File: config.mk
export PLATFORM = sky130hd
export DESIGN_NAME = tsc_top
export DESIGN_NICKNAME = d
export VERILOG_FILES = /design/src/rtl/tsc_pkg.sv /design/src/rtl/tsc_flag_if.sv /design/src/rtl/tsc_top.sv /design/src/rtl/tsc_sync.sv /design/src/rtl/tsc_flags.sv
export VERILOG_INCLUDE_DIRS = /design/src /design/src/rtl
export SDC_FILE = /design/constraint.sdc
export NUM_CORES = 1
export LEC_CHECK = 0
export ABC_AREA = 1
export CAP_MARGIN = 20
export CORE_UTILIZATION = 40
export CTS_BUF_LIST = sky130_fd_sc_hd__clkbuf_16
export CTS_CLUSTER_SIZE = 20
export DETAILED_ROUTE_END_ITERATION = 7
export DONT_BUFFER_PORTS = 1
export GPL_TIMING_DRIVEN = 0
export MAX_ROUTING_LAYER = met4
export PLACE_DENSITY = 0.61
export SYNTH_ARGS = -nofsm -noshare
export SYNTH_HDL_FRONTEND = slang
export SYNTH_SLANG_ARGS = --single-unit
File: constraint.sdc
create_clock -name clk -period 4.4 [get_ports clk]
set_clock_uncertainty 0.2 [all_clocks]
set_input_delay 0 -clock clk [delete_from_list [all_inputs] [get_ports clk]]
set_output_delay 0 -clock clk [all_outputs]
set_load 0.05 [all_outputs]
File: src/rtl/tsc_regs.svh
`ifndef TSC_REGS_SVH
`define TSC_REGS_SVH

// ************************************************************
// Register offsets on the serial register port.
// ************************************************************
`define TSC_REG_IRQ 8'h00
`define TSC_REG_STAT_HI 8'h01
`define TSC_REG_STAT_LO 8'h02
`define TSC_REG_POS_HI 8'h03
`define TSC_REG_POS_LO 8'h04
`define TSC_REG_GPI 8'h07
`define TSC_REG_PARAM 8'h08
`define TSC_REG_CTRL 8'h09
`define TSC_REG_GPO 8'h0A

// ************************************************************
// Field positions, codes and counts.
// ************************************************************
`define TSC_SLAVE_ADDR 7'h2B
`define TSC_IRQ_BURN 6
`define TSC_IRQ_SPMW 5
`define TSC_IRQ_GPI 4
`define TSC_IRQ_SLD 3
`define TSC_IRQ_BTN 2
`define TSC_IRQ_COMP 1
`define TSC_IRQ_MODE 0
`define TSC_CTRL_COMP 2
`define TSC_MODE_RSVD 2'h3
`define TSC_BURN_MAX 3'h4
`define TSC_BIT_LAST 3'h7
`define TSC_ADDR_STEP 8'h01
`define TSC_SYNC_W 10

`endif

File: src/rtl/tsc_pkg.sv
package tsc_pkg;

  // Serial port byte engine states.
  typedef enum logic [2:0] {
    TSC_IDLE, TSC_RX, TSC_ACK, TSC_TX, TSC_RACK
  } tsc_bus_e;

  // Meaning of the next byte received from the host.
  typedef enum logic [1:0] {
    TSC_K_SADDR, TSC_K_RADDR, TSC_K_WDATA
  } tsc_kind_e;

  // Whole state of the top-level register bank.
  typedef struct packed {
    tsc_bus_e st; tsc_kind_e kind;
    logic ack_on; logic rw; logic mack; logic [2:0] bitcnt;
    logic [7:0] shreg; logic [7:0] txreg; logic [7:0] reg_addr;
    logic scl_d; logic sda_d; logic primed;
    logic [11:0] btn_prev; logic sld_prev; logic [15:0] sld_pos;
    logic move_hi; logic move_lo; logic [7:0] gpi_prev;
    logic [7:0] gpo_ctrl; logic [7:0] gpo_on;
    logic [1:0] mode_pend; logic mode_pend_v; logic comp_pend;
    logic mode_req; logic [1:0] mode_code; logic comp_start;
  } tsc_top_s;

  // Whole state of the interrupt flag block.
  typedef struct packed {
    logic [6:0] flags; logic irq_n;
  } tsc_flag_s;

endpackage

File: src/rtl/tsc_flag_if.sv
`timescale 1ns/10ps
// Event sets, read clear and flag view between bank and flag block.
interface tsc_flag_if;
  logic [6:0] set;   // One-cycle event pulses, one per flag.
  logic clr;         // Host read of the flag register.
  logic [6:0] flags; // Sticky flags.
  logic irq_n;       // Interrupt level, low while any flag is set.
  modport owner (input set, input clr, output flags, output irq_n);
  modport user (output set, output clr, input flags, input irq_n);
endinterface

File: src/rtl/tsc_top.sv
`timescale 1ns/10ps
`include "tsc_regs.svh"
module tsc_top
  import tsc_pkg::*;
(
  input wire logic clk,
  input wire logic rstn,
  input wire logic ce,
  input wire logic scl,
  input wire logic sda_in,
  output logic sda_out,
  output logic sda_oe,
  output logic interrupt_out_n,
  input wire logic [11:0] button_touched,
  input wire logic button_touch_irq_en,
  input wire logic button_release_irq_en,
  input wire logic slider_touched,
  input wire logic slider_move_up,
  input wire logic slider_move_down,
  input wire logic [15:0] slider_pos_in,
  input wire logic [7:0] gpi_pins,
  input wire logic [7:0] gpi_mask,
  input wire logic [15:0] input_edge_select,
  input wire logic burn_done,
  input wire logic spm_write_done,
  input wire logic comp_done,
  input wire logic mode_entered,
  input wire logic comp_running,
  input wire logic [1:0] current_mode,
  input wire logic stored_params_valid,
  input wire logic [2:0] burn_counter,
  input wire logic [7:0] output_powerup_state,
  input wire logic [7:0] gpo_mask,
  input wire logic autolight_on,
  input wire logic phase_start,
  output logic mode_req,
  output logic [1:0] mode_code,
  output logic comp_start,
  output logic [7:0] gpo_on
);
  // ************************************************************
  // Pin synchronisers and interrupt flags.
  // ************************************************************
  tsc_flag_if fl (); // Link to the flag block.
  logic [9:0] sy; // Synchronised scl, sda and input pins.

  tsc_sync #(.W(`TSC_SYNC_W)) u_sync (
    .clk(clk),
    .rstn(rstn),
    .ce(ce),
    .din({gpi_pins, sda_in, scl}),
    .dout(sy)
  );

  tsc_flags u_flags (
    .clk(clk),
    .rstn(rstn),
    .ce(ce),
    .fl(fl.owner)
  );

  // ************************************************************
  // State and decoded strobes.
  // ************************************************************
  tsc_top_s r; // Registered state of the bank.
  tsc_top_s next_r; // Next state.
  logic [6:0] set_v; // Event pulses toward the flags.
  logic rd_clr; // Flag register loaded for the host.
  logic wr_take; // A data byte was written.
  logic [7:0] gpi_lvl; // Levels of pins used as inputs.
  logic scl_s; // Synchronised clock line.
  logic sda_s; // Synchronised data line.

  assign scl_s = sy[0];
  assign sda_s = sy[1];
  assign gpi_lvl = sy[9:2] & gpi_mask;

  // Stored parameters count as in use only for burn counts one to three.
  function automatic logic params_in_use(input logic [2:0] cnt);
    params_in_use = stored_params_valid && cnt != 3'h0 &&
      cnt < `TSC_BURN_MAX;
  endfunction

  // Read value of each register; reserved and unmapped bytes read zero.
  function automatic logic [7:0] rd_value(input logic [7:0] a,
                                          input tsc_top_s s);
    unique case (a)
      `TSC_REG_IRQ: rd_value = {1'b0, fl.flags};
      `TSC_REG_STAT_HI:
        rd_value = {1'b0, s.move_hi, s.move_lo, slider_touched,
                    button_touched[11:8]};
      `TSC_REG_STAT_LO: rd_value = button_touched[7:0];
      `TSC_REG_POS_HI: rd_value = s.sld_pos[15:8];
      `TSC_REG_POS_LO: rd_value = s.sld_pos[7:0];
      `TSC_REG_GPI: rd_value = gpi_lvl;
      `TSC_REG_PARAM:
        rd_value = {4'h0, params_in_use(burn_counter), burn_counter};
      `TSC_REG_CTRL:
        rd_value = {5'h00, comp_running | s.comp_pend,
                    current_mode};
      `TSC_REG_GPO: rd_value = s.gpo_ctrl;
      default: rd_value = 8'h00;
    endcase
  endfunction

  // ************************************************************
  // Next-state logic: events, serial byte engine, phase updates.
  // ************************************************************
  always_comb begin
    logic [11:0] btn_on;
    logic [11:0] btn_off;
    logic [7:0] rise;
    logic [7:0] fall;
    logic gpi_hit;
    logic [7:0] byte_in;
    logic s_rise;
    logic s_fall;
    logic s_start;
    logic s_stop;
    logic load_tx;
    btn_on = 12'h000;
    btn_off = 12'h000;
    rise = 8'h00;
    fall = 8'h00;
    gpi_hit = 1'b0;
    byte_in = {r.shreg[6:0], sda_s};
    load_tx = 1'b0;
    next_r = r;
    set_v = 7'h00;
    rd_clr = 1'b0;
    wr_take = 1'b0;

    // Button and input pin edges are only trusted once the previous levels are primed.
    next_r.primed = 1'b1;
    next_r.btn_prev = button_touched;
    next_r.sld_prev = slider_touched;
    next_r.gpi_prev = gpi_lvl;
    if (r.primed) begin
      btn_on = button_touched & ~r.btn_prev;
      btn_off = r.btn_prev & ~button_touched;
      rise = gpi_lvl & ~r.gpi_prev;
      fall = r.gpi_prev & ~gpi_lvl;
    end
    for (int i = 0; i < 8; i++) begin
      gpi_hit = gpi_hit | (rise[i] & input_edge_select[2*i]) |
        (fall[i] & input_edge_select[2*i+1]);
    end
    // Events from the scan engine arrive within its own scan period.
    set_v[`TSC_IRQ_BURN] = burn_done;
    set_v[`TSC_IRQ_SPMW] = spm_write_done;
    set_v[`TSC_IRQ_GPI] = gpi_hit;
    set_v[`TSC_IRQ_SLD] = (slider_touched ^ r.sld_prev) |
      (slider_touched & (slider_move_up | slider_move_down |
       (slider_pos_in != r.sld_pos)));
    set_v[`TSC_IRQ_BTN] = (|btn_on & button_touch_irq_en) |
      (|btn_off & button_release_irq_en);
    set_v[`TSC_IRQ_COMP] = comp_done;
    set_v[`TSC_IRQ_MODE] = mode_entered;

    // Position tracks while touched and holds the last value after.
    if (slider_touched) begin
      next_r.sld_pos = slider_pos_in;
      if (slider_move_up) begin
        next_r.move_hi = 1'b1;
        next_r.move_lo = 1'b0;
      end else if (slider_move_down) begin
        next_r.move_lo = 1'b1;
        next_r.move_hi = 1'b0;
      end
    end else begin
      next_r.move_hi = 1'b0;
      next_r.move_lo = 1'b0;
    end

    // Output control starts from the power-up pattern, caught once.
    if (!r.primed) begin
      next_r.gpo_ctrl = output_powerup_state;
    end

    // Pending host writes are applied when the next phase begins.
    next_r.mode_req = 1'b0;
    next_r.comp_start = 1'b0;
    if (phase_start) begin
      if (r.mode_pend_v) begin
        next_r.mode_req = 1'b1;
        next_r.mode_code = r.mode_pend;
        next_r.mode_pend_v = 1'b0;
      end
      if (r.comp_pend) begin
        next_r.comp_start = 1'b1;
        next_r.comp_pend = 1'b0;
      end
      next_r.gpo_on = autolight_on ? 8'h00 :
        (r.gpo_ctrl & gpo_mask);
    end

    // Serial line conditions seen on the synchronised lines.
    next_r.scl_d = scl_s;
    next_r.sda_d = sda_s;
    s_rise = scl_s & ~r.scl_d;
    s_fall = ~scl_s & r.scl_d;
    s_start = scl_s & r.scl_d & r.sda_d & ~sda_s;
    s_stop = scl_s & r.scl_d & ~r.sda_d & sda_s;

    if (s_start) begin
      next_r.st = TSC_RX;
      next_r.kind = TSC_K_SADDR;
      next_r.bitcnt = 3'h0;
      next_r.ack_on = 1'b0;
    end else if (s_stop) begin
      next_r.st = TSC_IDLE;
      next_r.ack_on = 1'b0;
    end else begin
      unique case (r.st)
        TSC_IDLE: begin
          next_r.ack_on = 1'b0;
        end
        TSC_RX: begin
          if (s_rise) begin
            next_r.shreg = byte_in;
            next_r.bitcnt = r.bitcnt + 3'h1;
            if (r.bitcnt == `TSC_BIT_LAST) begin
              next_r.st = TSC_ACK;
              unique case (r.kind)
                TSC_K_SADDR: begin
                  next_r.rw = byte_in[0];
                  if (byte_in[7:1] != `TSC_SLAVE_ADDR) begin
                    next_r.st = TSC_IDLE;
                  end
                end
                TSC_K_RADDR: begin
                  next_r.reg_addr = byte_in;
                end
                TSC_K_WDATA: begin
                  wr_take = 1'b1;
                  next_r.reg_addr = r.reg_addr + `TSC_ADDR_STEP;
                end
                default: begin
                  next_r.st = TSC_IDLE;
                end
              endcase
            end
          end
        end
        TSC_ACK: begin
          // Acknowledge is driven from one falling edge to the next.
          if (s_fall) begin
            next_r.ack_on = ~r.ack_on;
            if (r.ack_on) begin
              if (r.rw && r.kind == TSC_K_SADDR) begin
                load_tx = 1'b1;
              end else begin
                next_r.st = TSC_RX;
                next_r.bitcnt = 3'h0;
                next_r.kind = (r.kind == TSC_K_SADDR) ?
                  TSC_K_RADDR : TSC_K_WDATA;
              end
            end
          end
        end
        TSC_TX: begin
          if (s_fall) begin
            if (r.bitcnt == `TSC_BIT_LAST) begin
              next_r.st = TSC_RACK;
            end else begin
              next_r.txreg = {r.txreg[6:0], 1'b0};
              next_r.bitcnt = r.bitcnt + 3'h1;
            end
          end
        end
        TSC_RACK: begin
          if (s_rise) begin
            next_r.mack = ~sda_s;
          end
          if (s_fall) begin
            if (r.mack) begin
              load_tx = 1'b1;
            end else begin
              next_r.st = TSC_IDLE;
            end
          end
        end
        default: begin
          next_r.st = TSC_IDLE;
        end
      endcase
    end

    // Loading a byte for the host steps the address past it.
    if (load_tx) begin
      next_r.st = TSC_TX;
      next_r.bitcnt = 3'h0;
      next_r.txreg = rd_value(r.reg_addr, r);
      next_r.reg_addr = r.reg_addr + `TSC_ADDR_STEP;
      rd_clr = (r.reg_addr == `TSC_REG_IRQ);
    end

    // Register writes; read-only and unmapped offsets are ignored.
    if (wr_take) begin
      if (r.reg_addr == `TSC_REG_CTRL) begin
        // The reserved mode code is dropped rather than forwarded.
        if (byte_in[1:0] != `TSC_MODE_RSVD) begin
          next_r.mode_pend = byte_in[1:0];
          next_r.mode_pend_v = 1'b1;
        end
        if (byte_in[`TSC_CTRL_COMP]) begin
          next_r.comp_pend = 1'b1;
        end
      end else if (r.reg_addr == `TSC_REG_GPO) begin
        next_r.gpo_ctrl = byte_in;
      end
    end
  end

  // Synchronous reset; every field starts at zero and the engine idle.
  always_ff @(posedge clk) begin
    if (!rstn) begin
      r <= '0;
    end else if (ce) begin
      r <= next_r;
    end
  end

  // ************************************************************
  // Outputs.
  // ************************************************************
  assign fl.set = set_v;
  assign fl.clr = rd_clr;
  assign interrupt_out_n = fl.irq_n;
  assign sda_out = 1'b0;
  assign sda_oe = r.ack_on | (r.st == TSC_TX && !r.txreg[7]);
  assign mode_req = r.mode_req;
  assign mode_code = r.mode_code;
  assign comp_start = r.comp_start;
  assign gpo_on = r.gpo_on;
endmodule

File: src/rtl/tsc_sync.sv
`timescale 1ns/10ps
// Three-stage synchroniser; a bit changes once stages two and three agree.
module tsc_sync #(
  parameter int W = 1
) (
  input wire logic clk,
  input wire logic rstn,
  input wire logic ce,
  input wire logic [W-1:0] din,
  output logic [W-1:0] dout
);
  // ************************************************************
  // State.
  // ************************************************************
  typedef struct packed {
    logic [W-1:0] s1; logic [W-1:0] s2; logic [W-1:0] s3;
    logic [W-1:0] stable;
  } tsc_sync_s;

  tsc_sync_s r; // Registered state.
  tsc_sync_s next_r; // Next state.

  // The first stage feeds only the second; agreement filters glitches.
  always_comb begin
    next_r = r;
    next_r.s1 = din;
    next_r.s2 = r.s1;
    next_r.s3 = r.s2;
    for (int i = 0; i < W; i++) begin
      if (r.s2[i] == r.s3[i]) begin
        next_r.stable[i] = r.s3[i];
      end
    end
  end

  // Idle lines are high, so every stage resets to one.
  always_ff @(posedge clk) begin
    if (!rstn) begin
      r <= '1;
    end else if (ce) begin
      r <= next_r;
    end
  end

  assign dout = r.stable;
endmodule

File: src/rtl/tsc_flags.sv
`timescale 1ns/10ps
// Sticky interrupt flags with a set-over-clear priority.
module tsc_flags
  import tsc_pkg::*;
(
  input wire logic clk,
  input wire logic rstn,
  input wire logic ce,
  tsc_flag_if.owner fl
);
  tsc_flag_s r; // Registered flags and pin level.
  tsc_flag_s next_r; // Next value.

  // A read clears every flag, but an event in that cycle survives it.
  always_comb begin
    next_r.flags = (r.flags & ~{7{fl.clr}}) | fl.set;
    next_r.irq_n = ~|next_r.flags;
  end

  // Flags reset inactive and the pin released.
  always_ff @(posedge clk) begin
    if (!rstn) begin
      r <= '{flags: '0, irq_n: 1'b1};
    end else if (ce) begin
      r <= next_r;
    end
  end

  assign fl.flags = r.flags;
  assign fl.irq_n = r.irq_n;
endmodule

==> results of run 1 <==
metrics by stage:
step | instances | setup slack [ns] | hold WS, ns
finish | 1612 | 0.657 | 0.0142
global placement | 1446 | 2.11 | -0.0697
CTS | 1612 | 0.726 | 0.00587
global route | 1612 | 0.472 | 0.0464
detailed placement | 1446 | 2.09 | -0.0677
floorplan | 1186 | 2.47 | -0.0737
registers in the layout (all words and copies together) (netlist names):
register          count
mode_code             2
r                    88
u_sync.next_r        20
u_sync.dout          10
u_flags.fl.irq_n      1
mode_req              1
u_flags.fl.flags      7
u_sync.r             10
comp_start            1
gpo_on                8
kinds of logic after synthesis:
group / count (synthesis) / share of synthesized area [%]
AOI/OAI and AO/OA: 281 / 19.2
xor gates and xnor gates: 5 / 0.563
adders and majority gates: 10 / 1.61
buffers and inverters: 196 / 10.4
DFF: 148 / 38.1
other: 1 / 0.0482
and+or+nand+nor: 545 / 30.1
layer usage:
metal / up-vias / global-route usage, %
met5: - / -
met4: 0 / 11.7
met2: 273 / 44.3
li1: 4143 / -
met1: 3844 / 34.8
met3: 73 / 5.33
worst max-delay path, stage by stage, from the launching register on:
cell and delay [ns]:
dfxtp_1 0.36, nand2_1 0.13, nor2_1 0.14, nand2_1 0.08, nand4_1 0.09, dlygate4sd3_1 0.56
nor2_1 0.04, dlygate4sd3_1 0.55, nand2_1 0.07, dlygate4sd3_1 0.56, nand2_1 0.05, nand2_1 0.09
nor2_1 0.04, nand2_1 0.06, dlygate4sd3_1 0.55, nand2_1 0.05
layout make-up:
| type | count | area [um^2] |
|---|---|---|
| Timing Repair Buffer | 136 | 1360 |
| Buffer | 56 | 282 |
| Inverter | 140 | 526 |
| Multi-Input combinational cell | 842 | 4010 |
| Sequential cell | 148 | 2960 |
| Fill cell | 1895 | 8910 |
| Clock inverter | 13 | 95.1 |
| Clock buffer | 17 | 425 |
| Tap cell | 260 | 325 |
cells in the final DEF (no fill, tap or decap), drive strengths merged:
master / count
or2: 5
xnor2: 3
nor3b: 1
o31ai: 1
o21bai: 1
ha: 10
clkinvlp: 3
nor2: 97
o211ai: 23
a22oi: 1
nor3: 10
nor4: 1
bufinv: 1
nand3b: 3
inv: 140
buf: 24
clkbuf: 49
dlygate4sd3: 136
dfxtp: 148
nand3: 78
nand4: 11
conb: 1
xor2: 2
a21oi: 126
a211oi: 3
nand2: 339
clkinv: 9
o22ai: 1
o21ai: 121
a31oi: 4
power breakdown:
| group | internal [W] | switching (W) | leakage, nW | total (W) |
|---|---|---|---|---|
| Clock | 0.000758 | 0.000567 | 0.252 | 0.00133 |
| Combinational | 0.000248 | 0.000379 | 2.87 | 0.000627 |
| Sequential | 0.00143 | 0.0000774 | 1.22 | 0.00151 |
| Total | 0.00244 | 0.00102 | 4.34 | 0.00346 |
worst paths after layout:
| check | cells past startpoint | slack [ns] | end |
|---|---|---|---|
| worst min-delay path | 10 | 0.01 | u_flags.fl.flags[3] |
| worst max-delay path | 15 | 0.66 | u_flags.fl.irq_n |
| worst min register to register | 2 | 0.26 | u_sync.next_r[29] |
| worst max register to register | 15 | 0.66 | u_flags.fl.irq_n |
cells in the mapped netlist (all sizes together):
master / n
a211oi: 3
a21oi: 126
a22oi: 1
a31oi: 4
buf: 24
clkbuf: 32
clkinv: 2
conb: 1
dfxtp: 148
ha: 10
inv: 138
nand2: 339
nand3: 78
nand3b: 3
nand4: 11
nor2: 97
nor3: 10
nor3b: 1
nor4: 1
o211ai: 23
o21ai: 121
o21bai: 1
o22ai: 1
o31ai: 1
or2: 5
xnor2: 3
xor2: 2
repair_timing:
item	CTS	global route
hold buffers	136	0
endpoints found under the hold margin	114	0
setup buffers	0	0
endpoints found under the setup margin	0	0
==> results.md, run 1 <==
- Crit Path Max Fanout: 4
- Pwr Density: 346 nW/um^2
- CP Capture Type: flop
- Synth top area cells: dfxtp_1 38%, nand2_1 16%, a21oi_1 8.0%
- Drt pass-1 iters: 5
- Cells after synthesis: approximately 1200
- Initial Utilization: between 40 and 50%
- Core area: ~19000 um^2
- Drt initial violations: about 530
- Inserted Clock Buffers: 17
- Max-cap violations: 0
- Share of cells above drive strength 1: around 5.9%
- Largest net degree at the start of global routing: 17
- Fin util: around 53%
- TritonCTS clock tree: yes
- Leakage power: about 4.3 nW
- Reg-to-reg startpoint: u_sync.dout[6]
- Area grow syn2layout: 28.4%
- Tcrit/Tclk final: about 85%
- Status: finished clean
- Power, Total: around 0.0035 W
- RSZ-0062 raised after global routing: false
- Worst hold start: slider_move_down
- Final slew viol count: 0
- Total GRT Usage: roughly 28%
- Synth Cell Area: approximately 7800 um^2
- Synthesized area per cell: 6.56 um^2
- DR WL met3: between 1500 and 2000 um
- Die width: between 100 and 150 um
- Final nets: between 1000 and 1500
- YS warnings: 0
- Detail Route Antenna Nets: 0
- Finished Cell Area: between 9000 and 10000 um^2
- Routed vias/inst: ~5.2
- Post-CTS resize count: 0
- Clock Tree Root: clkbuf_16
- Antenna Cells: 0
- Die Y: roughly 140 um
- Syn Nets: between 1000 and 1500
- First-pass GRT wire length: about 42000 um
- IO Port Bufs: 0
- Final GP Congestion: about 0.95
- Cell row count: 50
- Htree depth: 4
- Post-Route WL: approximately 26000 um
- Critical Path RT: approximately 4.5 ns
- Period minus WS final: 3.74 ns
- Top routing layer in use: met4
- Placement Cell Area: just over 8000 um^2
- Worst setup SP type: flop
- CP Launch Point: u_sync.dout[6]
- IO Count: approximately 110
- Worst EP arrival: around 3.9 ns
- Setup Viol. Count Final: 0
- Antenna violations before repair: 0
- Setup TNS: 0 ns
- Clock buffer depth: 2
- Slew @ Worst Pin: 1.12 ns
- Hold Vio Cnt, Final: 0
- Clock sinks: 148
- Vias in the first global route: between 8000 and 9000
- Largest area contributor in the synthesized netlist: dfxtp_1
- Die area: around 20000 um^2
- Hold crit path type: in2reg
- Remaining DRCs: 0
- Clock transition at the registers of the reported paths: 0.06 ns
- VDD IR max: between 0.3 and 0.4 mV
- Yosys top cell area share: 38.1%
- Yosys cell types: 41
- DP HPWL: between 15000 and 20000 um
- CP Class: reg2reg
- Slew HR: 25.3%
- Fmax: between 200 and 300 MHz
- Worst skew pair latency: 0.42 ns
- Met2 Routed Length: 12000 um
- Vias: ~8300
- Synthesis-stage register bit count: approximately 150
- Global route overflow: 0
- Sequential share of the synthesized area: about two fifths
- Drt wl/cell: around 16 um
- Met1 wire length: approximately 12000 um
Power figures use the tool's default switching activity.
==> run 2, diff against run 1 <==
--- a/config.mk
+++ b/config.mk
@@ -8,14 +8,17 @@
 export LEC_CHECK = 0
 export ABC_AREA = 1
 export CAP_MARGIN = 20
-export CORE_UTILIZATION = 40
+export CELL_PAD_IN_SITES_DETAIL_PLACEMENT = 0
+export CELL_PAD_IN_SITES_GLOBAL_PLACEMENT = 2
+export CORE_UTILIZATION = 37
 export CTS_BUF_LIST = sky130_fd_sc_hd__clkbuf_16
 export CTS_CLUSTER_SIZE = 20
 export DETAILED_ROUTE_END_ITERATION = 7
 export DONT_BUFFER_PORTS = 1
 export GPL_TIMING_DRIVEN = 0
 export MAX_ROUTING_LAYER = met4
-export PLACE_DENSITY = 0.61
+export PLACE_DENSITY = 0.91
+export SKIP_LAST_GASP = 1
 export SYNTH_ARGS = -nofsm -noshare
 export SYNTH_HDL_FRONTEND = slang
 export SYNTH_SLANG_ARGS = --single-unit
==> results.md, run 2 (synthesized netlist as in run 1, its figures left out) <==
- Leakage power: around 4.3 nW
- IO Port Bufs: 0
- Slew @ Worst Pin: approximately 1.1 ns
- Setup Viol. Count Final: 0
- Slew HR: around 26%
- CP Capture Type: flop
- CP max-delay cell: dlygate4sd3_1
- Setup TNS: 0 ns
- Final nets: between 1000 and 1500
- Global route overflow: 0
- CP Class: reg2reg
- Crit path cell chain: nand2_1, nor2_1, nand2_1, nand4_1, dlygate4sd3_1, nor2_1, dlygate4sd3_1, nand2_1, dlygate4sd3_1, nand2_1, nand2_1, nor2_1, nand2_1, nand2_1
- Antenna Cells: 0
- Hold_ws: roughly 0.010 ns
- Most common cell on crit path: nand2_1
- Remaining DRCs: 0
- Critical Path RT: 4.52 ns
- Max-cap violations: 0
- Antenna violations before repair: 0
- Final slew viol count: 0
- Placed cells: about 1500
- Pwr Density: about 360 nW/um^2
- Most common cell after layout, fill and taps aside: nand2_1
- IO Count: 114
- Power, Total: approximately 0.0035 W
- Fmax: approximately 310 MHz
- Post-CTS resize count: 0
- Die area: roughly 22000 um^2
- Drt pass-1 iters: 7
- Period minus WS final: roughly 3.2 ns
- Clock transition at the registers of the reported paths: 0.06 ns
- Clock Tree Root: clkbuf_16
- Psw: 0.00109 W
- Routed vias/inst: a little over 5
- Comb pwr share: between 15 and 20%
- DP HPWL: about 19000 um
- Most frequent cells in the layout: 331 x nand2_1, 148 x dfxtp_1, 133 x inv_1
- Crit Path Max Fanout: 4
- TritonCTS clock tree: yes
- Die Y: ~150 um
- Cell row count: 52
- Vias: just over 8000
- Status: finished clean
- Die width: 147 um
- Area grow syn2layout: 28.4%
- RSZ-0062 raised after global routing: false
- Post-CTS setup buffers: 0
- Drt initial violations: ~490
- Hold Vio Cnt, Final: 0
- Sw frac: a little under a third
- Final GP Congestion: a little under 0.9
- Clock sinks: around 150
- Worst EP arrival: 3.29 ns
- Detail Route Antenna Nets: 0
- Hold buffers post-CTS: roughly 130
- Total GRT Usage: 26.2%
- Fin util: 48.9%
- VDD IR max: ~0.26 mV
- Initial Utilization: between 30% and 40%
- Vias in the first global route: between 7000 and 8000
- Tcrit/Tclk final: 72.2%
- Drt wl/cell: about 17 um
- Worst skew pair latency: about 0.42 ns
- Hold crit path type: in2reg
- Bufs and invs on worst path: 3
- Htree depth: 4
- CP top delay family: buffers and inverters
- Largest net degree at the start of global routing: 17
- Worst setup SP type: flop
- Flop pwr share: between 40 and 50%
- Non-filler cells, final: 1619
- Clock network power share: 40.0%
- Core area: around 20000 um^2
- Crit path largest cell delay: roughly 0.56 ns
- Most flops, register: r
- Inserted Clock Buffers: 17
- Post-Route WL: 26800 um
- Share of cells above drive strength 1: under 10%
- First-pass GRT wire length: 42200 um
- Clock buffer depth: 2
- Internal: 0.00246 W
- Max FFs per register: 88
[run 2: changes by cell type in the layout (fill, tap and decap cells not counted), sizes merged]
cell,before,now
clkinv,9,8
inv,140,144
clkinvlp,3,2
dlygate4sd3,136,131
[run 2: power by group through the flow]
stage	clock network, W	registers, W	logic, W
global placement	0	0.00153	0.000511
CTS	0.00144	0.00151	0.000614
global route	0.00150	0.00152	0.000698
finish	0.00142	0.00151	0.000620
detailed placement	0	0.00154	0.000513
floorplan	0	0.00151	0.000400
[run 2: tightest hold or removal path: stages]
cell and delay [ns]:
nand2_1 0.03, nand2_1 0.05, nor2_1 0.04, nand2_1 0.06, nor2_1 0.05, nand3_1 0.08, nand2_1 0.08, nand3_1 0.07
o211ai_1 0.07, inv_1 0.05
[run 2: per-stage QoR]
stage	area (um^2)	setup WS (ns)
global route	9990	0.988
CTS	9990	1.23
detailed placement	8120	2.05
global placement	8120	2.05
floorplan	7780	2.47
finish	9990	1.22
[run 2: path summary, 6_finish.rpt]
kind	start	end	slack (ns)	cells past startpoint
max	u_sync.dout[6]	u_flags.fl.irq_n	1.22	14
min	slider_pos_in[15]	u_flags.fl.flags[3]	0.01	10
max reg2reg	u_sync.dout[6]	u_flags.fl.irq_n	1.22	14
min reg2reg	r[6]	r[6]	0.26	2
[run 2: area by class of cell]
cell class / count / area [um^2]
fillers: 2160 / 10400
multi-input cells: 842 / 4010
flip-flops and latches: 148 / 2960
repair buffers: 131 / 1310
inverters: 140 / 526
clock buffers: 17 / 425
well taps: 270 / 338
plain buffers: 56 / 282
clock inverters: 15 / 133
[run 2: metal layers]
metal	global-route usage, %	part of all wire, %	up-vias
met2	41.4	46	223
met1	34.7	48	3773
met4	5.62	1.0	0
met5	-	0	-
met3	4.84	5.6	21
li1	-	-	4152
